## src/rtl/pmlc_map.svh

```systemverilog
`ifndef PMLC_MAP_SVH
`define PMLC_MAP_SVH

// ----------------------------------------------------------------
// management register offsets
// ----------------------------------------------------------------
`define PMLC_ADDR_BMC 16'h0000
`define PMLC_ADDR_GC1 16'h0009
`define PMLC_ADDR_STL 16'h0016
`define PMLC_ADDR_XOC 16'h0019
`define PMLC_ADDR_FGC 16'h0465

// ----------------------------------------------------------------
// field positions
// ----------------------------------------------------------------
`define PMLC_BMC_SOFTRST 15
`define PMLC_BMC_LOOPMII 14
`define PMLC_BMC_SPEED 13
`define PMLC_BMC_ANEN 12
`define PMLC_GC1_FASTX 6
`define PMLC_STL_PCSIN 0
`define PMLC_STL_PCSOUT 1
`define PMLC_STL_DIGITAL 2
`define PMLC_STL_ANALOG 3
`define PMLC_XOC_AUTO 15
`define PMLC_XOC_FORCE 14
`define PMLC_XOC_RESOLVED 5
`define PMLC_XOC_MDIX 4
`define PMLC_FGC_SDPOL 0
`define PMLC_FGC_FAULT 1

// ----------------------------------------------------------------
// reset values and strap levels
// ----------------------------------------------------------------
`define PMLC_BMC_RST 16'h2000
`define PMLC_ZERO_RST 16'h0000
`define PMLC_STRAP_L2 2'h1
`define PMLC_STRAP_L3 2'h2
`define PMLC_STRAP_L4 2'h3
`define PMLC_STRAP_SETTLE 3'h4

// ----------------------------------------------------------------
// timing
// ----------------------------------------------------------------
`define PMLC_CLK_NS 50
`define PMLC_SQ_GAP_NS 50
`define PMLC_SQ_GAP_CYC ((`PMLC_SQ_GAP_NS + `PMLC_CLK_NS - 1) / `PMLC_CLK_NS)
`define PMLC_SQ_QUIET_CYC 8
`define PMLC_NLP_W_NS 100
`define PMLC_NLP_W_CYC (`PMLC_NLP_W_NS / `PMLC_CLK_NS)
`define PMLC_NLP_MS 16
`define PMLC_NLP_CYC (`PMLC_NLP_MS * 1000000 / `PMLC_CLK_NS)
`define PMLC_JAB_MS 100
`define PMLC_JAB_CYC (`PMLC_JAB_MS * 1000000 / `PMLC_CLK_NS)
`define PMLC_UNJAB_MS 500
`define PMLC_UNJAB_CYC (`PMLC_UNJAB_MS * 1000000 / `PMLC_CLK_NS)
`define PMLC_XSLOT_SLOW 1000
`define PMLC_XSLOT_FAST 250

`endif

```

## src/rtl/pmlc_pkg.sv

```systemverilog
package pmlc_pkg;
  typedef enum logic [1:0] {
    SQ_IDLE = 2'h0,
    SQ_QUAL = 2'h1,
    SQ_VALID = 2'h3
  } pmlc_sq_state_t;
endpackage

```

## src/rtl/pmlc_squelch.sv

```systemverilog
`timescale 1ns/1ns
`include "pmlc_map.svh"
module pmlc_squelch (
  input wire logic clk,
  input wire logic rst_n,
  input wire logic posCross,
  input wire logic negCross,
  input wire logic txActive,
  output logic rxValid
);
  pmlc_pkg::pmlc_sq_state_t state_q;
  logic expectPos_q;
  logic [2:0] tran_q;
  logic [3:0] gap_q;
  logic [3:0] quiet_q;
  logic rxValid_q;
  logic anyCross;
  logic rightCross;
  logic [2:0] need;

  assign anyCross = posCross | negCross;
  assign rightCross = expectPos_q ? posCross : negCross;
  assign need = txActive ? 3'h5 : 3'h3;
  assign rxValid = rxValid_q;

  // ----------------------------------------------------------------
  // qualification
  // ----------------------------------------------------------------
  always_ff @(posedge clk) begin
    if (!rst_n) begin
      state_q <= pmlc_pkg::SQ_IDLE;
      expectPos_q <= 1'b0;
      tran_q <= 3'h0;
      gap_q <= 4'h0;
    end else begin
      gap_q <= (gap_q == 4'hf) ? gap_q : gap_q + 4'h1;
      case (state_q)
        pmlc_pkg::SQ_IDLE: begin
          if (anyCross) begin
            state_q <= pmlc_pkg::SQ_QUAL;
            expectPos_q <= negCross;
            tran_q <= 3'h1;
            gap_q <= 4'h0;
          end
        end
        pmlc_pkg::SQ_QUAL: begin
          if (anyCross) begin
            gap_q <= 4'h0;
            // too early or same polarity twice: reject the waveform
            if (!rightCross || gap_q < 4'(`PMLC_SQ_GAP_CYC - 1)) begin
              state_q <= pmlc_pkg::SQ_IDLE;
            end else if (tran_q + 3'h1 == need) begin
              // under transmit the circuit rearms after five
              state_q <= txActive ? pmlc_pkg::SQ_IDLE : pmlc_pkg::SQ_VALID;
            end else begin
              tran_q <= tran_q + 3'h1;
              expectPos_q <= ~expectPos_q;
            end
          end
        end
        pmlc_pkg::SQ_VALID: begin
          if (quiet_q == 4'(`PMLC_SQ_QUIET_CYC)) begin
            state_q <= pmlc_pkg::SQ_IDLE;
          end
        end
        default: state_q <= pmlc_pkg::SQ_IDLE;
      endcase
    end
  end

  // ----------------------------------------------------------------
  // valid flag, dropped once the line goes quiet
  // ----------------------------------------------------------------
  always_ff @(posedge clk) begin
    if (!rst_n) begin
      rxValid_q <= 1'b0;
      quiet_q <= 4'h0;
    end else begin
      quiet_q <= anyCross ? 4'h0 :
                 (quiet_q == 4'hf ? quiet_q : quiet_q + 4'h1);
      if (state_q == pmlc_pkg::SQ_QUAL && anyCross && rightCross &&
          gap_q >= 4'(`PMLC_SQ_GAP_CYC - 1) && tran_q + 3'h1 == need) begin
        rxValid_q <= 1'b1;
      end else if (quiet_q == 4'(`PMLC_SQ_QUIET_CYC)) begin
        rxValid_q <= 1'b0;
      end
    end
  end
endmodule

```

## src/rtl/pmlc_jabber.sv

```systemverilog
`timescale 1ns/1ns
module pmlc_jabber #(
  parameter int unsigned JAB_CYC = 2000000,
  parameter int unsigned UNJAB_CYC = 10000000
) (
  input wire logic clk,
  input wire logic rst_n,
  input wire logic txEnable,
  input wire logic speed10,
  output logic txDisable
);
  logic jabbed_q;
  logic [23:0] actCnt_q;
  logic [23:0] offCnt_q;

  assign txDisable = jabbed_q;

  always_ff @(posedge clk) begin
    if (!rst_n) begin
      jabbed_q <= 1'b0;
      actCnt_q <= 24'h0;
      offCnt_q <= 24'h0;
    end else if (!speed10) begin
      // lockout never acts at 100 Mbps
      jabbed_q <= 1'b0;
      actCnt_q <= 24'h0;
      offCnt_q <= 24'h0;
    end else if (!jabbed_q) begin
      offCnt_q <= 24'h0;
      if (!txEnable) begin
        actCnt_q <= 24'h0;
      end else if (actCnt_q == 24'(JAB_CYC - 1)) begin
        jabbed_q <= 1'b1;
      end else begin
        actCnt_q <= actCnt_q + 24'h1;
      end
    end else begin
      actCnt_q <= 24'h0;
      if (txEnable) begin
        offCnt_q <= 24'h0;
      end else if (offCnt_q == 24'(UNJAB_CYC - 1)) begin
        jabbed_q <= 1'b0;
      end else begin
        offCnt_q <= offCnt_q + 24'h1;
      end
    end
  end
endmodule

```

## src/rtl/pmlc_top.sv

```systemverilog
`timescale 1ns/1ns
`include "pmlc_map.svh"
module pmlc_top #(
  parameter int unsigned NLP_CYC = `PMLC_NLP_CYC,
  parameter int unsigned JAB_CYC = `PMLC_JAB_CYC,
  parameter int unsigned UNJAB_CYC = `PMLC_UNJAB_CYC
) (
  input wire logic clk,
  input wire logic rst_n,
  input wire logic [1:0] fiberModeStrap,
  input wire logic [1:0] autoCrossoverStrap,
  input wire logic autonegStrap,
  input wire logic fiberSignalDetectPin,
  input wire logic fiberLinkFault,
  input wire logic sqPosCross,
  input wire logic sqNegCross,
  input wire logic nlpSeen,
  input wire logic nlpNegFirst,
  input wire logic txEnable,
  input wire logic energyDetected,
  input wire logic partnerPageValid,
  input wire logic [1:0] partnerAbility,
  input wire logic [15:0] mgmtAddr,
  input wire logic [15:0] mgmtWrData,
  input wire logic mgmtWrEn,
  input wire logic mgmtRdEn,
  output logic [15:0] mgmtRdData,
  output logic txBypassScramble,
  output logic rxBypassDescramble,
  output logic fiberSignalDetectEn,
  output logic fiberLinkUp,
  output logic rxDataValid,
  output logic linkPulseOut,
  output logic txDisable,
  output logic rxPolarityInvert,
  output logic autonegActive,
  output logic speed100,
  output logic mdixSelect,
  output logic loopMii,
  output logic loopPcsIn,
  output logic loopPcsOut,
  output logic loopDigital,
  output logic loopAnalog
);
  // ----------------------------------------------------------------
  // pin synchronisers
  // ----------------------------------------------------------------
  logic [7:0] pinRaw;
  logic [7:0] pinS1_q;
  logic [7:0] pinS2_q;
  logic [7:0] pinS3_q;
  logic [7:0] pinF_q;
  logic sqPosPrev_q;
  logic sqNegPrev_q;

  assign pinRaw = {fiberModeStrap, autoCrossoverStrap, autonegStrap,
                   fiberSignalDetectPin, sqPosCross, sqNegCross};

  // a bit moves only once stages two and three agree
  always_ff @(posedge clk) begin
    if (!rst_n) begin
      pinS1_q <= 8'h00;
      pinS2_q <= 8'h00;
      pinS3_q <= 8'h00;
      pinF_q <= 8'h00;
      sqPosPrev_q <= 1'b0;
      sqNegPrev_q <= 1'b0;
    end else begin
      pinS1_q <= pinRaw;
      pinS2_q <= pinS1_q;
      pinS3_q <= pinS2_q;
      pinF_q <= (pinS2_q & pinS3_q) | (pinF_q & (pinS2_q | pinS3_q));
      sqPosPrev_q <= pinF_q[1];
      sqNegPrev_q <= pinF_q[0];
    end
  end

  // ----------------------------------------------------------------
  // straps, caught once the synchronisers have settled
  // ----------------------------------------------------------------
  logic [2:0] settle_q;
  logic strapTaken_q;
  logic fiberMode_q;
  logic sdEn_q;
  logic crossStrapOn_q;
  logic anStrap_q;
  logic strapLoad;

  assign strapLoad = !strapTaken_q && settle_q == `PMLC_STRAP_SETTLE;

  always_ff @(posedge clk) begin
    if (!rst_n) begin
      settle_q <= 3'h0;
      strapTaken_q <= 1'b0;
      fiberMode_q <= 1'b0;
      sdEn_q <= 1'b0;
      crossStrapOn_q <= 1'b0;
      anStrap_q <= 1'b0;
    end else if (!strapTaken_q) begin
      settle_q <= settle_q + 3'h1;
      if (strapLoad) begin
        strapTaken_q <= 1'b1;
        fiberMode_q <= pinF_q[7:6] == `PMLC_STRAP_L2 ||
                       pinF_q[7:6] == `PMLC_STRAP_L3;
        // the crossover strap doubles as detect enable in fiber
        sdEn_q <= (pinF_q[7:6] == `PMLC_STRAP_L2 ||
                   pinF_q[7:6] == `PMLC_STRAP_L3) &&
                  (pinF_q[5:4] == `PMLC_STRAP_L3 ||
                   pinF_q[5:4] == `PMLC_STRAP_L4);
        crossStrapOn_q <= pinF_q[5:4] != 2'h0;
        anStrap_q <= pinF_q[3];
      end
    end
  end

  // ----------------------------------------------------------------
  // management registers
  // ----------------------------------------------------------------
  logic [15:0] bmc_q;
  logic [15:0] gc1_q;
  logic [15:0] stl_q;
  logic [15:0] xoc_q;
  logic [15:0] fgc_q;
  logic [15:0] rdData_q;
  logic softReset_q;
  logic faultLatched_q;
  logic mdix_q;
  logic mdixDone_q;
  logic loadDefaults;

  function automatic logic wrHit(input logic [15:0] a);
    wrHit = mgmtWrEn && mgmtAddr == a;
  endfunction

  // soft reset reapplies the strap-derived defaults
  assign loadDefaults = strapLoad || softReset_q;

  always_ff @(posedge clk) begin
    if (!rst_n) begin
      bmc_q <= `PMLC_BMC_RST;
      gc1_q <= `PMLC_ZERO_RST;
      stl_q <= `PMLC_ZERO_RST;
      xoc_q <= `PMLC_ZERO_RST;
      fgc_q <= `PMLC_ZERO_RST;
      softReset_q <= 1'b0;
    end else begin
      softReset_q <= wrHit(`PMLC_ADDR_BMC) && mgmtWrData[`PMLC_BMC_SOFTRST];
      if (loadDefaults) begin
        bmc_q <= `PMLC_BMC_RST;
        bmc_q[`PMLC_BMC_ANEN] <= strapLoad ? pinF_q[3] : anStrap_q;
        gc1_q <= `PMLC_ZERO_RST;
        stl_q <= `PMLC_ZERO_RST;
        xoc_q <= `PMLC_ZERO_RST;
        xoc_q[`PMLC_XOC_AUTO] <= strapLoad ? pinF_q[5:4] != 2'h0 :
                                 crossStrapOn_q;
        fgc_q <= `PMLC_ZERO_RST;
      end else begin
        if (wrHit(`PMLC_ADDR_BMC)) begin
          bmc_q <= {1'b0, mgmtWrData[14:0]};
        end
        if (wrHit(`PMLC_ADDR_GC1)) begin
          gc1_q <= mgmtWrData;
        end
        if (wrHit(`PMLC_ADDR_STL)) begin
          stl_q <= mgmtWrData;
        end
        if (wrHit(`PMLC_ADDR_XOC)) begin
          xoc_q <= mgmtWrData;
        end
        if (wrHit(`PMLC_ADDR_FGC)) begin
          fgc_q <= mgmtWrData;
        end
      end
    end
  end

  // status bits read back in place of the stored ones
  always_ff @(posedge clk) begin
    if (!rst_n) begin
      rdData_q <= 16'h0000;
    end else if (mgmtRdEn) begin
      case (mgmtAddr)
        `PMLC_ADDR_BMC: rdData_q <= bmc_q;
        `PMLC_ADDR_GC1: rdData_q <= gc1_q;
        `PMLC_ADDR_STL: rdData_q <= stl_q;
        `PMLC_ADDR_XOC: rdData_q <= {xoc_q[15:6], mdixDone_q, mdix_q,
                                     xoc_q[3:0]};
        `PMLC_ADDR_FGC: rdData_q <= {fgc_q[15:2], faultLatched_q,
                                     fgc_q[0]};
        default: rdData_q <= 16'h0000;
      endcase
    end
  end

  // ----------------------------------------------------------------
  // fiber path and signal detect
  // ----------------------------------------------------------------
  logic bypassTx_q;
  logic bypassRx_q;
  logic linkUp_q;
  logic sdActive;

  assign sdActive = pinF_q[2] ^ fgc_q[`PMLC_FGC_SDPOL];

  always_ff @(posedge clk) begin
    if (!rst_n) begin
      bypassTx_q <= 1'b0;
      bypassRx_q <= 1'b0;
      faultLatched_q <= 1'b0;
      linkUp_q <= 1'b0;
    end else begin
      bypassTx_q <= fiberMode_q;
      bypassRx_q <= fiberMode_q;
      // a new fault wins over the clearing soft reset
      if (fiberMode_q && !sdEn_q && fiberLinkFault) begin
        faultLatched_q <= 1'b1;
      end else if (softReset_q) begin
        faultLatched_q <= 1'b0;
      end
      linkUp_q <= fiberMode_q && (sdEn_q ? sdActive : !faultLatched_q);
    end
  end

  // ----------------------------------------------------------------
  // crossover, negotiation and speed
  // ----------------------------------------------------------------
  logic [9:0] slot_q;
  logic autoCrossEn;
  logic anEn;
  logic anActive_q;
  logic speed100_q;
  logic polInv_q;
  logic [9:0] slotLen;

  assign autoCrossEn = xoc_q[`PMLC_XOC_AUTO] && !fiberMode_q;
  assign anEn = bmc_q[`PMLC_BMC_ANEN] && !fiberMode_q;
  assign slotLen = gc1_q[`PMLC_GC1_FASTX] ? 10'(`PMLC_XSLOT_FAST) :
                   10'(`PMLC_XSLOT_SLOW);

  // resolution runs whether or not negotiation is on
  always_ff @(posedge clk) begin
    if (!rst_n) begin
      slot_q <= 10'h000;
      mdix_q <= 1'b0;
      mdixDone_q <= 1'b0;
    end else if (!autoCrossEn) begin
      slot_q <= 10'h000;
      mdix_q <= xoc_q[`PMLC_XOC_FORCE];
      mdixDone_q <= 1'b1;
    end else if (energyDetected) begin
      slot_q <= 10'h000;
      mdixDone_q <= 1'b1;
    end else begin
      mdixDone_q <= 1'b0;
      if (slot_q >= slotLen - 10'h001) begin
        slot_q <= 10'h000;
        mdix_q <= ~mdix_q;
      end else begin
        slot_q <= slot_q + 10'h001;
      end
    end
  end

  always_ff @(posedge clk) begin
    if (!rst_n) begin
      anActive_q <= 1'b0;
      speed100_q <= 1'b1;
      polInv_q <= 1'b0;
    end else begin
      anActive_q <= anEn && mdixDone_q;
      if (fiberMode_q) begin
        speed100_q <= 1'b1;
      end else if (!anEn) begin
        speed100_q <= bmc_q[`PMLC_BMC_SPEED];
      end else if (partnerPageValid && anActive_q &&
                   partnerAbility != 2'h0) begin
        speed100_q <= partnerAbility[1];
      end
      if (speed100_q) begin
        polInv_q <= 1'b0;
      end else if (nlpSeen) begin
        polInv_q <= nlpNegFirst;
      end
    end
  end

  // ----------------------------------------------------------------
  // 10 Mbps link pulses
  // ----------------------------------------------------------------
  logic [18:0] nlpCnt_q;
  logic nlp_q;

  always_ff @(posedge clk) begin
    if (!rst_n) begin
      nlpCnt_q <= 19'h00000;
      nlp_q <= 1'b0;
    end else if (speed100_q || fiberMode_q || txEnable) begin
      nlpCnt_q <= 19'h00000;
      nlp_q <= 1'b0;
    end else begin
      nlpCnt_q <= (nlpCnt_q == 19'(NLP_CYC - 1)) ? 19'h00000 :
                  nlpCnt_q + 19'h00001;
      nlp_q <= nlpCnt_q < 19'(`PMLC_NLP_W_CYC);
    end
  end

  // ----------------------------------------------------------------
  // squelch, jabber and loopback outputs
  // ----------------------------------------------------------------
  logic loopMii_q;
  logic [3:0] loopStl_q;

  pmlc_squelch u_squelch (
    .clk(clk),
    .rst_n(rst_n),
    .posCross(pinF_q[1] && !sqPosPrev_q),
    .negCross(pinF_q[0] && !sqNegPrev_q),
    .txActive(txEnable),
    .rxValid(rxDataValid)
  );

  pmlc_jabber #(
    .JAB_CYC(JAB_CYC),
    .UNJAB_CYC(UNJAB_CYC)
  ) u_jabber (
    .clk(clk),
    .rst_n(rst_n),
    .txEnable(txEnable),
    .speed10(!speed100_q),
    .txDisable(txDisable)
  );

  always_ff @(posedge clk) begin
    if (!rst_n) begin
      loopMii_q <= 1'b0;
      loopStl_q <= 4'h0;
    end else begin
      loopMii_q <= bmc_q[`PMLC_BMC_LOOPMII];
      loopStl_q <= stl_q[3:0];
    end
  end

  assign mgmtRdData = rdData_q;
  assign txBypassScramble = bypassTx_q;
  assign rxBypassDescramble = bypassRx_q;
  assign fiberSignalDetectEn = sdEn_q;
  assign fiberLinkUp = linkUp_q;
  assign linkPulseOut = nlp_q;
  assign rxPolarityInvert = polInv_q;
  assign autonegActive = anActive_q;
  assign speed100 = speed100_q;
  assign mdixSelect = mdix_q;
  assign loopMii = loopMii_q;
  assign loopPcsIn = loopStl_q[`PMLC_STL_PCSIN];
  assign loopPcsOut = loopStl_q[`PMLC_STL_PCSOUT];
  assign loopDigital = loopStl_q[`PMLC_STL_DIGITAL];
  assign loopAnalog = loopStl_q[`PMLC_STL_ANALOG];
endmodule

```

## config.mk

```make
export PLATFORM = sky130hd
export DESIGN_NAME = pmlc_top
export DESIGN_NICKNAME = d
export VERILOG_FILES = /design/src/rtl/pmlc_pkg.sv /design/src/rtl/pmlc_squelch.sv /design/src/rtl/pmlc_jabber.sv /design/src/rtl/pmlc_top.sv
export VERILOG_INCLUDE_DIRS = /design/src /design/src/rtl
export SDC_FILE = /design/constraint.sdc
export NUM_CORES = 1
export LEC_CHECK = 0
export BUFFER_PORTS_ARGS = -buffer_cell sky130_fd_sc_hd__buf_2
export CAP_MARGIN = 20
export CELL_PAD_IN_SITES_DETAIL_PLACEMENT = 1
export CELL_PAD_IN_SITES_GLOBAL_PLACEMENT = 1
export CORE_UTILIZATION = 40
export CTS_CLUSTER_DIAMETER = 60
export DETAILED_ROUTE_END_ITERATION = 16
export GPL_TIMING_DRIVEN = 0
export PLACE_DENSITY_LB_ADDON = 0.08
export SETUP_SLACK_MARGIN = 0.2
export SLEW_MARGIN = 10
export SYNTH_ARGS = -nofsm -noshare
export SYNTH_HDL_FRONTEND = slang
export SYNTH_HIERARCHICAL = 1
export SYNTH_SLANG_ARGS = --single-unit
```

## constraint.sdc

```tcl
create_clock -name clk -period 2.7 [get_ports clk]
set_input_delay 0.27 -clock clk [delete_from_list [all_inputs] [get_ports clk]]
set_output_delay 0.27 -clock clk [all_outputs]
set_load 0.03 [all_outputs]
```

==> impl_table.tex, run 1 <==
\begin{tabular}{lr}
\hline
Metric & Value \\
\hline
\multicolumn{2}{l}{\textbf{Worst hold path}} \\
\quad Worst Hold Launch & mgmtWrData[11] \\
\quad Worst Hold Class & input pin to flip-flop \\
\multicolumn{2}{l}{\textbf{CTS}} \\
\quad Clock latency on the worst-skew pair & 540 ps \\
\quad Clk pin slew, worst setup/hold paths & 60 ps \\
\quad Maximum clock path buffer count & 3 \\
\quad Clk sink count & 238 \\
\quad Clk root buf & sky130\_fd\_sc\_hd\_\_clkbuf\_16 \\
\quad Clock tree from TritonCTS & yes \\
\quad H-Tree Depth & 1 \\
\quad CTS Buf Count & 28 \\
\multicolumn{2}{l}{\textbf{Yosys}} \\
\quad Flop and latch count out of synthesis & 238 \\
\quad Ys async rst share & 0\% \\
\quad Number of synthesized flops with an enable pin & 0 \\
\quad Top FF cell, synth & sky130\_fd\_sc\_hd\_\_dfxtp\_1 \\
\quad Area fraction in and, or, nand and nor cells after synthesis & 26.1\% \\
\quad Netlist area before placement & 10000 sq um \\
\quad Area contributors post-synth & sky130\_fd\_sc\_hd\_\_dfxtp\_1 48\%, sky130\_fd\_sc\_hd\_\_nand2\_1 7.9\%, sky130\_fd\_sc\_hd\_\_a21oi\_1 4.3\%, sky130\_fd\_sc\_hd\_\_nor2\_1 3.4\%, sky130\_fd\_sc\_hd\_\_xor2\_1 2.7\% \\
\quad Dominant cell by count in the synthesized netlist & sky130\_fd\_sc\_hd\_\_dfxtp\_1 \\
\quad Proportion of synthesized chip area in sequential cells & 47.6\% \\
\quad Main combinational cell family by area after synthesis & simple AND/OR/NAND/NOR gates \\
\quad Area share of the largest cell type after synthesis & 47.6\% \\
\quad Mean post-synth cell area & 8.65 sq um \\
\quad Gate Count Post-Synth & 1158 \\
\quad Count of cell types in the netlist & 68 \\
\quad Compound-cell area share of the yosys netlist & 14.6\% \\
\quad Cell types with the highest counts after synthesis & 238 x sky130\_fd\_sc\_hd\_\_dfxtp\_1, 211 x sky130\_fd\_sc\_hd\_\_nand2\_1, 91 x sky130\_fd\_sc\_hd\_\_nor2\_1 \\
\quad Yosys Warn Count & 6 \\
\quad Cell type with the largest total area after synthesis & sky130\_fd\_sc\_hd\_\_dfxtp\_1 \\
\quad Arithmetic-cell share of the synthesized area counting full adders, half adders and majority gates & 1.87\% \\
\quad Xor/xnor cell area share of the yosys netlist & 5.15\% \\
\quad Number of nets in the synthesized netlist & 1225 \\
\quad Multiplexer area fraction after synthesis & 1.29\% \\
\multicolumn{2}{l}{\textbf{Setup path}} \\
\quad Delay of the slowest cell on the worst path & 430 ps \\
\quad Launching element type of the critical path & flip-flop \\
\quad Data arrival at the endpoint of the critical path & 2660 ps \\
\quad Crit Reg-Reg Startpoint & settle\_q[0] \\
\quad Critical-path cell list & inv\_1 -> ha\_1 -> nand2\_1 -> nor2\_2 -> nor2\_1 -> nand2\_1 -> clkbuf\_1 -> buf\_2 -> a21oi\_1 \\
\quad Setup slack, reg-to-reg & 440 ps \\
\quad Cell seen most often among critical-path stages & sky130\_fd\_sc\_hd\_\_nand2\_1 \\
\quad CP required & 3100 ps \\
\quad Cell type of the slowest stage on the worst timing path & sky130\_fd\_sc\_hd\_\_clkbuf\_1 \\
\quad Launch point of the critical path & settle\_q[0] \\
\quad Largest fanout of any net on the critical path & 10 \\
\quad Start-to-end type of the worst setup path & flip-flop to flip-flop \\
\quad Crit path capture type & flip-flop \\
\multicolumn{2}{l}{\textbf{STA}} \\
\quad Shortest clock period the worst path allows after layout & 2260 ps \\
\quad Unrepaired setup endpoints after global routing & no \\
\quad Final setup skew & 14.6 ps \\
\quad Actual transition at the worst max-transition pin & 958 ps \\
\quad Highest attainable clock frequency & 0.442 GHz \\
\quad Final clock period utilization by the worst path & 83.8\% \\
\quad Tightest hold margin & 13.3 ps \\
\quad Setup TNS & 0 ps \\
\quad Final Hold Violating Endpoints & 0 \\
\quad Pins over their slew limit & 0 \\
\quad Remaining max-slew budget at the tightest pin & 35.5\% \\
\quad Final setup vio count & 0 \\
\multicolumn{2}{l}{\textbf{Placed design}} \\
\quad Total half-perimeter wirelength after legalization and detailed placement & 20800 microns \\
\quad Weighted congestion at the end of routability-driven global placement & 0.791 \\
\quad \# port buffers & 83 \\
\multicolumn{2}{l}{\textbf{Global routing}} \\
\quad Initial antenna violation count & 0 \\
\quad Wire length of the first global-routing pass & 47400 microns \\
\quad Global Route Usage Sum & 23.0\% \\
\quad Largest net degree at the start of global routing & 14 \\
\quad Global-route congestion overflow total & 0 \\
\quad Via count of the first global-routing pass & 8787 \\
\multicolumn{2}{l}{\textbf{Final layout}} \\
\quad Area Growth Syn to Fin & 18.5\% \\
\quad Share of layout cells above drive strength 1 & 14.3\% \\
\quad Final \#Nets & 1348 \\
\quad Diodes inserted & 0 \\
\multicolumn{2}{l}{\textbf{Power and ir drop}} \\
\quad Total power per unit cell area & 649 nW/um\^{}2 \\
\quad Leakage & 4.19 nW \\
\quad Worst IR Drop VDD & 0.574 mV \\
\multicolumn{2}{l}{\textbf{Job}} \\
\quad Number of max-cap violations & 0 \\
\multicolumn{2}{l}{\textbf{Floorplanning}} \\
\quad CORE AREA & 24500 sq um \\
\quad Count of standard-cell rows & 57 \\
\quad Initial Util & 40.9\% \\
\quad Die Area & 25700 sq um \\
\quad Number of top-level pins & 84 \\
\quad Die height & 160 microns \\
\quad Die span in x & 160 microns \\
\multicolumn{2}{l}{\textbf{Detailed routing}} \\
\quad Count of nets left with antenna violations after detail routing & 0 \\
\quad Detailed-route vias per instance & 5.38 \\
\quad Aggregate routed wire length & 29200 microns \\
\quad Total number of vias & 8730 \\
\quad Length of the first detailed-routing pass in iterations & 5 \\
\quad DRC violations left & 0 \\
\quad DRC violation total after the first TritonRoute iteration & 439 \\
\quad Routed wire length per instance & 18.0 microns \\
\multicolumn{2}{l}{\textbf{Run status}} \\
\quad Status & completed \\
\hline
\end{tabular}
cells by family after synthesis:
group | after synthesis
XOR/XNOR | 58
AND/OR/NAND/NOR | 529
AO/OA/AOI/OAI | 230
flip-flops | 238
multiplexers | 12
buffers and inverters | 76
adder cells (fa/ha/maj) | 15
cell type report:
cell class | instances | area [sq um]
fill | 2967 | 12600
multi-input combinational | 844 | 4910
sequential | 238 | 4760
clock buffer | 41 | 831
timing repair buffer | 93 | 508
tap | 324 | 405
buffer | 53 | 260
clock inverter | 7 | 96.3
inverter | 23 | 86.3
power breakdown:
group | switching [mW] | total (mW) | internal, mW
Combinational | 0.212 | 0.329 | 0.116
Sequential | 0.0374 | 3.60 | 3.56
Clock | 1.47 | 3.78 | 2.31
Total | 1.72 | 7.70 | 5.98
sequential cells by signal (all words and copies together), names as in the netlist, 2 cells and up:
signal and flops:
bmc_q 15, fgc_q 15, gc1_q 16, loopStl_q 4, mgmtRdData 16, nlpCnt_q 19, pinF_q 8, pinS1_q 8
pinS2_q 8, pinS3_q 8, settle_q 3, slot_q 10, stl_q 16, u_jabber/actCnt_q 24, u_jabber/offCnt_q 24, u_squelch/quiet_q 4
u_squelch/state_q 2, u_squelch/tran_q 3, xoc_q 14
cells in the final DEF, fill, tap and decap left out, types with 26 or more instances in the layout:
cell type / netlist / final
sky130_fd_sc_hd__nand2_1: 211 / 211
sky130_fd_sc_hd__and2_1: 39 / 39
sky130_fd_sc_hd__xnor2_1: 26 / 26
sky130_fd_sc_hd__dfxtp_1: 238 / 238
sky130_fd_sc_hd__buf_2: 12 / 99
sky130_fd_sc_hd__clkbuf_16: 0 / 29
sky130_fd_sc_hd__nor2_1: 91 / 90
sky130_fd_sc_hd__xor2_1: 31 / 31
sky130_fd_sc_hd__clkbuf_1: 29 / 33
sky130_fd_sc_hd__a21oi_1: 86 / 86
sky130_fd_sc_hd__o21ai_0: 40 / 40
sky130_fd_sc_hd__nand3_1: 44 / 44
worst max-delay path, delay by kind of cell (launching register included):
kind	cells	cell delay [ps]
fa+ha+maj	1	150
flops	1	330
simple gates	4	650
compound gates	1	80
buf+inv	3	910
layer usage:
layer | vias to the layer above | track usage (%) | wire length (microns) | part of all wire (%)
met2 | 158 | 39.8 | 14100 | 48
li1 | 4290 | - | - | -
met1 | 4227 | 29.7 | 13100 | 45
met5 | - | 0 | 0 | 0
met4 | 0 | 6.49 | 769 | 2.6
met3 | 55 | 2.94 | 1160 | 4.0
through the flow:
stage / setup slack [ps] / area, sq um / total power, mW / util, % / cells
floorplan: 833 / 10000 / 3.83 / - / 1158
global placement: 66.9 / 10800 / 3.99 / 44.3 / 1565
detailed placement: 31.4 / 10800 / 3.99 / 44.3 / 1566
CTS: 270 / 11900 / 7.79 / 48.5 / 1622
global route: 228 / 11900 / 7.97 / 48.5 / 1623
finish: 438 / 11900 / 7.70 / 48.5 / 1623
repair_timing:
action / 4_1_cts / 5_1_grt
hold buffers: 8 / 0
setup endpoints to repair: 60 / 60
setup buffers: 0 / 0
resized for setup: 6 / 1
endpoints found under the hold margin: 8 / 0
final timing paths:
path	to	cells after the start
worst max-delay path	stl_q[0]	9
worst min-delay path	bmc_q[11]	3
worst max register to register	stl_q[0]	9
worst min register to register	pinS2_q[2]	1
Note: power is estimated with default switching activity, not from simulation.
==> run 2, diff against run 1 <==
- clock period: 2.7 -> 2.2 ns (I/O delays scaled with it)
==> run 2 against run 1 <==
Worst setup slack lost 150 ps. Critical path depth shrank 4. Hold slack gained 10 ps. Via count grew 0.36%. Global-route usage grew 0.20 points. Sequential cell count is the same. Die area is the same. Clock power grew 22%. Total power grew 23%. Count of clock-buffer cells in the layout is the same. Register-to-register slack lost 150 ps. Critical path type unchanged.
==> impl_table.tex, run 2 (same netlist as run 1, synthesis figures left out) <==
\begin{tabular}{lr}
\hline
Metric & Value \\
\hline
\multicolumn{2}{l}{\textbf{Power and ir drop}} \\
\quad Worst IR Drop VDD & 0.721 mV (+26\%) \\
\quad Total power per unit cell area & 780 nW/um\^{}2 (+20\%) \\
\quad Part of the total power dissipated in sequential elements & 46.6\% (about the same) \\
\quad Switching Share & 22.3\% (about the same) \\
\quad Net Switching & 2.12 mW (+23\%) \\
\quad Comb power frac & 4.5\% (+0.2 points) \\
\quad Internal power consumption & 7.36 mW (+23\%) \\
\quad Clock network fraction of total power & 48.9\% (about the same) \\
\quad Overall Power & 9.48 mW (+23\%) \\
\quad Leakage & 4.35 nW (+3.8\%) \\
\multicolumn{2}{l}{\textbf{Setup path}} \\
\quad Delay-heaviest family, CP & simple AND/OR/NAND/NOR gates \\
\quad Launch point of the critical path & u\_jabber/actCnt\_q[14] \\
\quad CP required & 2660 ps (-440 ps) \\
\quad Critical-path cell list & nand2\_1 -> or4\_1 -> buf\_2 -> or4\_1 -> a21oi\_1 \\
\quad Largest fanout of any net on the critical path & 9 (-1) \\
\quad Cell type of the slowest stage on the worst timing path & sky130\_fd\_sc\_hd\_\_or4\_1 \\
\quad Delay of the slowest cell on the worst path & 500 ps (+70 ps) \\
\quad Data arrival at the endpoint of the critical path & 2370 ps (-290 ps) \\
\quad Launching element type of the critical path & flip-flop \\
\quad Crit path capture type & flip-flop \\
\quad Start-to-end type of the worst setup path & flip-flop to flip-flop \\
\quad Cell seen most often among critical-path stages & sky130\_fd\_sc\_hd\_\_or4\_1 \\
\quad Count of buffering cells on the critical path with inverters included & 1 (-2) \\
\quad Crit Reg-Reg Startpoint & u\_jabber/actCnt\_q[14] \\
\multicolumn{2}{l}{\textbf{Detailed routing}} \\
\quad Count of nets left with antenna violations after detail routing & 0 (unchanged) \\
\quad DRC violation total after the first TritonRoute iteration & 464 (+5.7\%) \\
\quad Routed wire length per instance & 18.0 microns (about the same) \\
\quad DRC violations left & 0 (unchanged) \\
\quad Total number of vias & 8761 (+0.36\%) \\
\quad Aggregate routed wire length & 29500 microns (+1.1\%) \\
\quad Length of the first detailed-routing pass in iterations & 5 (unchanged) \\
\quad Detailed-route vias per instance & 5.34 (-0.69\%) \\
\multicolumn{2}{l}{\textbf{Global routing}} \\
\quad Global-route congestion overflow total & 0 (unchanged) \\
\quad Initial antenna violation count & 0 (unchanged) \\
\quad Wire length of the first global-routing pass & 47800 microns (+0.84\%) \\
\quad Via count of the first global-routing pass & 8911 (+1.4\%) \\
\quad Global Route Usage Sum & 23.2\% (+0.20 points) \\
\quad Largest net degree at the start of global routing & 14 (unchanged) \\
\multicolumn{2}{l}{\textbf{Floorplanning}} \\
\quad CORE AREA & 24500 sq um (unchanged) \\
\quad Die Area & 25700 sq um (unchanged) \\
\quad Die height & 160 microns (unchanged) \\
\quad Initial Util & 40.9\% (unchanged) \\
\quad Number of top-level pins & 84 (unchanged) \\
\quad Count of standard-cell rows & 57 (unchanged) \\
\quad Die span in x & 160 microns (unchanged) \\
\multicolumn{2}{l}{\textbf{STA}} \\
\quad Shortest clock period the worst path allows after layout & 1910 ps (-350 ps) \\
\quad Remaining max-slew budget at the tightest pin & 50.9\% (+15 points) \\
\quad Highest attainable clock frequency & 0.523 GHz (+18\%) \\
\quad Final Worst Setup Slack & 288 ps (-150 ps) \\
\quad Actual transition at the worst max-transition pin & 735 ps (-223 ps) \\
\quad Final setup skew & 15.0 ps (+0.419 ps) \\
\quad Final Hold Violating Endpoints & 0 (unchanged) \\
\quad Unrepaired setup endpoints after global routing & yes \\
\quad Tightest hold margin & 23.4 ps (+10.1 ps) \\
\quad Final clock period utilization by the worst path & 86.9\% (+3.1 points) \\
\quad Final setup vio count & 0 (unchanged) \\
\quad Pins over their slew limit & 0 (unchanged) \\
\multicolumn{2}{l}{\textbf{Final layout}} \\
\quad Area Growth Syn to Fin & 21.4\% \\
\quad Top flop regs & u\_jabber/actCnt\_q: 24 flops, u\_jabber/offCnt\_q: 24 flops, nlpCnt\_q: 19 flops \\
\quad Fill count & 2946 (-0.71\%) \\
\quad Final \#Nets & 1365 (+1.3\%) \\
\quad FF/Latch Area & 4770 sq um (+0.21\%) \\
\quad Total area of multi-input combinational cells & 5000 sq um (+1.8\%) \\
\quad Share of layout cells above drive strength 1 & 15.8\% (+1.5 points) \\
\quad Most frequent standard cell in the layout excluding fill and tap cells & sky130\_fd\_sc\_hd\_\_dfxtp\_1 \\
\quad Diodes inserted & 0 (unchanged) \\
\quad Finished Cell Area & 12200 sq um (+2.4\%) \\
\quad Highest-count cells in the layout ignoring fill and taps & 232 x sky130\_fd\_sc\_hd\_\_dfxtp\_1, 211 x sky130\_fd\_sc\_hd\_\_nand2\_1, 95 x sky130\_fd\_sc\_hd\_\_buf\_2 \\
\multicolumn{2}{l}{\textbf{CTS}} \\
\quad Maximum clock path buffer count & 3 (unchanged) \\
\quad Clk root buf & sky130\_fd\_sc\_hd\_\_clkbuf\_16 \\
\quad Clock latency on the worst-skew pair & 540 ps (about the same) \\
\quad Clock tree from TritonCTS & yes \\
\quad CTS Buf Count & 28 (unchanged) \\
\quad Clk sink count & 238 (unchanged) \\
\quad Clk pin slew, worst setup/hold paths & 60 ps (about the same) \\
\quad H-Tree Depth & 1 (unchanged) \\
\multicolumn{2}{l}{\textbf{Run status}} \\
\quad Status & completed \\
\multicolumn{2}{l}{\textbf{Placed design}} \\
\quad Setup WS pre-CTS & -469 ps (-500 ps) \\
\quad Area after DPL & 10800 sq um (unchanged) \\
\quad Total half-perimeter wirelength after legalization and detailed placement & 20800 microns (unchanged) \\
\quad \# port buffers & 83 (unchanged) \\
\quad Weighted congestion at the end of routability-driven global placement & 0.791 (unchanged) \\
\multicolumn{2}{l}{\textbf{Worst hold path}} \\
\quad Worst Hold Launch & mgmtWrData[12] \\
\quad Worst Hold Class & input pin to flip-flop \\
\multicolumn{2}{l}{\textbf{Job}} \\
\quad Number of max-cap violations & 0 (unchanged) \\
\hline
\end{tabular}
==> run 2: cell types whose count changed in the layout (fill, tap and decap cells not counted), sizes merged <==
cell         previous run  this run
buf                   108       110
clkbuf                 71        72
dlygate4sd3             8        22
==> run 2: worst reg2reg max path, stage by stage, from the launching register on <==
cell,delay [ps]
sky130_fd_sc_hd__dfxtp_1,400
sky130_fd_sc_hd__nand2_1,110
sky130_fd_sc_hd__or4_1,500
sky130_fd_sc_hd__buf_2,190
sky130_fd_sc_hd__or4_1,500
sky130_fd_sc_hd__a21oi_1,150
==> run 2: path summary, 6_finish.rpt <==
kind	to	slack, ps	cells past startpoint
worst max-delay path	u_jabber/actCnt_q[21]	290	5
worst min-delay path	fgc_q[12]	20	3
worst max register to register	u_jabber/actCnt_q[21]	290	5
worst min register to register	pinS2_q[2]	430	1
==> run 2: power by group through the flow <==
stage | combinational (mW) | clock, mW | sequential [mW]
after floorplan | 0.173 | 0 | 4.52
after global placement | 0.386 | 0 | 4.51
after detailed placement | 0.391 | 0 | 4.51
after CTS | 0.429 | 4.73 | 4.41
after global routing | 0.467 | 4.92 | 4.42
final | 0.430 | 4.63 | 4.41
==> run 2: area by class of cell <==
cell class	instances	area share, %
plain buffers	53	2.35
multi-input cells	844	41.1
clock buffers	41	6.84
well taps	324	3.34
repair buffers	110	5.54
clock inverters	7	0.793
flip-flops and latches	238	39.3
inverters	23	0.710
==> run 2: per-layer routing <==
metal  wire [microns]  track usage, %  vias to the layer above
li1                 -               -                     4322
met1            13200            29.6                     4217
met2            14400            40.4                      161
met3             1110            3.12                       61
met4              839            7.01                        0
met5                0               0                        -
==> run 2: timing repair <==
| item | in CTS | in global routing |
|---|---|---|
| endpoints found under the setup margin | 109 | 113 |
| gates resized for setup | 22 | 24 |
| setup buffers | 1 | 3 |
| pin swaps | 1 | 2 |
| hold buffers | 22 | 0 |
| endpoints found under the hold margin | 61 | 0 |
==> run 2: through the flow <==
stage               setup TNS, ps  utilization (%)  cells
floorplan                       0                -   1158
global placement           -23320             44.3   1565
detailed placement         -25400             44.3   1566
CTS                             0             49.3   1637
global route                    0             49.7   1640
finish                          0             49.7   1640
==> run 3, diff against run 2 <==
- RECOVER_POWER: unset -> 100
- clock period: 2.2 -> 1.87 ns (I/O delays scaled with it)
==> run 3 against run 2 <==
Hold slack improved by 0.76 ps. Final area increased by 10%. Final cell count rose by 3.8%. Utilization is 5.1 points higher. First-iteration DRC count rose by 1.7%. Sequential share of layout area fell by 3.0 points. Clock power rose by 16%. Clock skew up 7.4 ps. Wire length is 12% higher. Maximum frequency up 4.3%. Via count is 6.4% higher. Global-route usage up 0.74 points. Largest power group unchanged. Highest routed layer unchanged.
==> impl_table.tex, run 3 (same netlist as run 1, synthesis figures left out) <==
\begin{tabular}{lr}
\hline
Metric & Value \\
\hline
\multicolumn{2}{l}{\textbf{Run status}} \\
\quad Status & completed \\
\multicolumn{2}{l}{\textbf{Floorplanning}} \\
\quad Die span in x & 160 microns (unchanged) \\
\quad Initial Util & 40.9\% (unchanged) \\
\quad Die Area & 25700 sq um (unchanged) \\
\quad Die height & 160 microns (unchanged) \\
\quad Count of standard-cell rows & 57 (unchanged) \\
\quad Number of top-level pins & 84 (unchanged) \\
\quad CORE AREA & 24500 sq um (unchanged) \\
\multicolumn{2}{l}{\textbf{STA}} \\
\quad Unrepaired setup endpoints after global routing & yes \\
\quad Final clock period utilization by the worst path & 98.1\% (+11 points) \\
\quad Shortest clock period the worst path allows after layout & 1830 ps (-78.2 ps) \\
\quad Pins over their slew limit & 0 (unchanged) \\
\quad Actual transition at the worst max-transition pin & 683 ps (-52.2 ps) \\
\quad Final Hold Violating Endpoints & 0 (unchanged) \\
\quad Remaining max-slew budget at the tightest pin & 54.5\% (+3.6 points) \\
\quad Highest attainable clock frequency & 0.545 GHz (+4.3\%) \\
\quad Final setup skew & 22.4 ps (+7.37 ps) \\
\quad Final setup vio count & 0 (unchanged) \\
\multicolumn{2}{l}{\textbf{Final layout}} \\
\quad Final \#Nets & 1425 (+4.4\%) \\
\quad Top flop regs & u\_jabber/actCnt\_q: 24 flops, u\_jabber/offCnt\_q: 24 flops, nlpCnt\_q: 19 flops \\
\quad Total area of multi-input combinational cells & 5600 sq um (+12\%) \\
\quad Area Growth Syn to Fin & 33.8\% \\
\quad Fill count & 2869 (-2.6\%) \\
\quad Highest-count cells in the layout ignoring fill and taps & 206 x sky130\_fd\_sc\_hd\_\_nand2\_1, 197 x sky130\_fd\_sc\_hd\_\_dfxtp\_1, 80 x sky130\_fd\_sc\_hd\_\_a21oi\_1 \\
\quad Most frequent standard cell in the layout excluding fill and tap cells & sky130\_fd\_sc\_hd\_\_nand2\_1 \\
\quad FF/Latch Area & 4860 sq um (+1.8\%) \\
\quad Finished Cell Area & 13400 sq um (+10\%) \\
\quad Share of layout cells above drive strength 1 & 25.9\% (+10 points) \\
\multicolumn{2}{l}{\textbf{Setup path}} \\
\quad Reg-to-reg endpoint & u\_jabber/actCnt\_q[17] \\
\quad Launching element type of the critical path & flip-flop \\
\quad Largest fanout of any net on the critical path & 7 (-2) \\
\quad CP required & 2340 ps (-320 ps) \\
\quad Crit Reg-Reg Startpoint & u\_jabber/actCnt\_q[13] \\
\quad Data arrival at the endpoint of the critical path & 2300 ps (-70 ps) \\
\quad Setup slack, reg-to-reg & 40 ps (-250 ps) \\
\quad Crit path capture type & flip-flop \\
\quad Launch point of the critical path & u\_jabber/actCnt\_q[13] \\
\quad Depth of the worst register-to-register path & 5 (unchanged) \\
\quad Start-to-end type of the worst setup path & flip-flop to flip-flop \\
\multicolumn{2}{l}{\textbf{Detailed routing}} \\
\quad DRC violation total after the first TritonRoute iteration & 472 (+1.7\%) \\
\quad DRC violations left & 0 (unchanged) \\
\quad Detailed-route vias per instance & 5.47 (+2.5\%) \\
\quad Routed wire length per instance & 19.3 microns (+7.5\%) \\
\quad Aggregate routed wire length & 32900 microns (+12\%) \\
\quad Total number of vias & 9321 (+6.4\%) \\
\quad Length of the first detailed-routing pass in iterations & 5 (unchanged) \\
\quad Count of nets left with antenna violations after detail routing & 0 (unchanged) \\
\multicolumn{2}{l}{\textbf{Global routing}} \\
\quad Largest net degree at the start of global routing & 15 (+1) \\
\quad Global-route congestion overflow total & 0 (unchanged) \\
\quad Global Route Usage Sum & 23.9\% (+0.74 points) \\
\quad Wire length of the first global-routing pass & 49200 microns (+2.9\%) \\
\quad Initial antenna violation count & 0 (unchanged) \\
\quad Via count of the first global-routing pass & 9222 (+3.5\%) \\
\multicolumn{2}{l}{\textbf{Placed design}} \\
\quad Area after DPL & 10900 sq um (+0.54\%) \\
\quad \# port buffers & 83 (unchanged) \\
\quad Weighted congestion at the end of routability-driven global placement & 0.793 (+0.20\%) \\
\quad Total half-perimeter wirelength after legalization and detailed placement & 20900 microns (+0.33\%) \\
\multicolumn{2}{l}{\textbf{Power and ir drop}} \\
\quad Comb power frac & 5.0\% (+0.5 points) \\
\quad Net Switching & 2.65 mW (+25\%) \\
\quad Total power per unit cell area & 828 nW/um\^{}2 (+6.1\%) \\
\quad Worst IR Drop VDD & 0.678 mV (-6.0\%) \\
\quad Internal power consumption & 8.44 mW (+15\%) \\
\quad Part of the total power dissipated in sequential elements & 46.6\% (about the same) \\
\quad Switching Share & 23.9\% (+1.6 points) \\
\quad Clock network fraction of total power & 48.4\% (-0.5 points) \\
\quad Leakage & 4.70 nW (+8.1\%) \\
\quad Overall Power & 11.1 mW (+17\%) \\
\multicolumn{2}{l}{\textbf{CTS}} \\
\quad Clock tree from TritonCTS & yes \\
\quad Clk sink count & 238 (unchanged) \\
\quad CTS Buf Count & 28 (unchanged) \\
\quad Maximum clock path buffer count & 3 (unchanged) \\
\quad Clk root buf & sky130\_fd\_sc\_hd\_\_clkbuf\_16 \\
\quad H-Tree Depth & 1 (unchanged) \\
\quad Clk pin slew, worst setup/hold paths & 60 ps (about the same) \\
\quad Clock latency on the worst-skew pair & 550 ps (about the same) \\
\multicolumn{2}{l}{\textbf{Worst hold path}} \\
\quad Cell depth of the worst hold path & 3 (unchanged) \\
\quad Worst Hold Launch & rst\_n \\
\quad Worst Hold Class & input pin to flip-flop \\
\quad Min-Delay Endpoint & u\_squelch/state\_q[1] \\
\multicolumn{2}{l}{\textbf{Job}} \\
\quad Number of max-cap violations & 0 (unchanged) \\
\hline
\end{tabular}
-- run 3: power groups by stage --
| stage | Sequential, mW | Clock, mW | Combinational [mW] |
|---|---|---|---|
| 6_report | 5.17 | 5.36 | 0.559 |
| 2_1_floorplan | 5.32 | 0 | 0.208 |
| 3_5_place_dp | 5.30 | 0 | 0.464 |
| 3_3_place_gp | 5.30 | 0 | 0.456 |
| 5_1_grt | 5.17 | 5.66 | 0.599 |
| 4_1_cts | 5.18 | 5.46 | 0.531 |
-- run 3: timing repair --
item	4_1_cts	5_1_grt
hold buffers	25	0
gates cloned	1	2
setup endpoints to repair	159	160
resized for setup	99	149
pin swaps	29	63
setup buffers	30	28
endpoints found under the hold margin	82	0
-- run 3: through the flow --
step / hold WS, ps / TNS (ps) / util, % / setup WS, ps / std cells
2_1_floorplan: 301 / 0 / - / 81.9 / 1158
3_3_place_gp: 396 / -39370 / 44.5 / -585 / 1565
3_5_place_dp: 400 / -41530 / 44.6 / -554 / 1566
4_1_cts: 3.11 / 0 / 51.8 / 55.2 / 1672
5_1_grt: 26.0 / -152 / 54.8 / -50.5 / 1702
6_report: 24.2 / 0 / 54.8 / 36.1 / 1703
-- run 3: worst max-delay path by stage --
| stage | end | slack [ps] |
|---|---|---|
| after floorplan | u_jabber/actCnt_q[21] | 80 |
| after global routing | u_jabber/actCnt_q[17] | -50 |
| after detailed placement | bmc_q[8] | -550 |
| after global placement | bmc_q[11] | -580 |
| final | u_jabber/actCnt_q[17] | 40 |
| after CTS | u_jabber/actCnt_q[17] | 60 |
-- run 3: worst max-delay path, cell delays in order, from the launching register on --
cell	delay, ps
sky130_fd_sc_hd__dfxtp_4	370
sky130_fd_sc_hd__nand4_4	100
sky130_fd_sc_hd__or4_4	500
sky130_fd_sc_hd__buf_6	150
sky130_fd_sc_hd__or4_1	500
sky130_fd_sc_hd__a21oi_1	150
-- run 3: metal layers --
metal | vias to the layer above | routed length, microns | track usage, %
met5 | - | 0 | 0
met4 | 0 | 824 | 6.36
met3 | 56 | 985 | 2.91
met2 | 151 | 16400 | 42.0
met1 | 4656 | 14700 | 30.8
li1 | 4458 | - | -
-- run 3: cell type report --
| cell class | count | area share, % |
|---|---|---|
| clock inverters | 16 | 1.02 |
| multi-input cells | 844 | 41.8 |
| inverters | 23 | 0.663 |
| plain buffers | 53 | 2.65 |
| clock buffers | 34 | 5.78 |
| well taps | 324 | 3.03 |
| repair buffers | 170 | 8.78 |
| flip-flops and latches | 238 | 36.3 |
| diodes | 1 | 0.0187 |
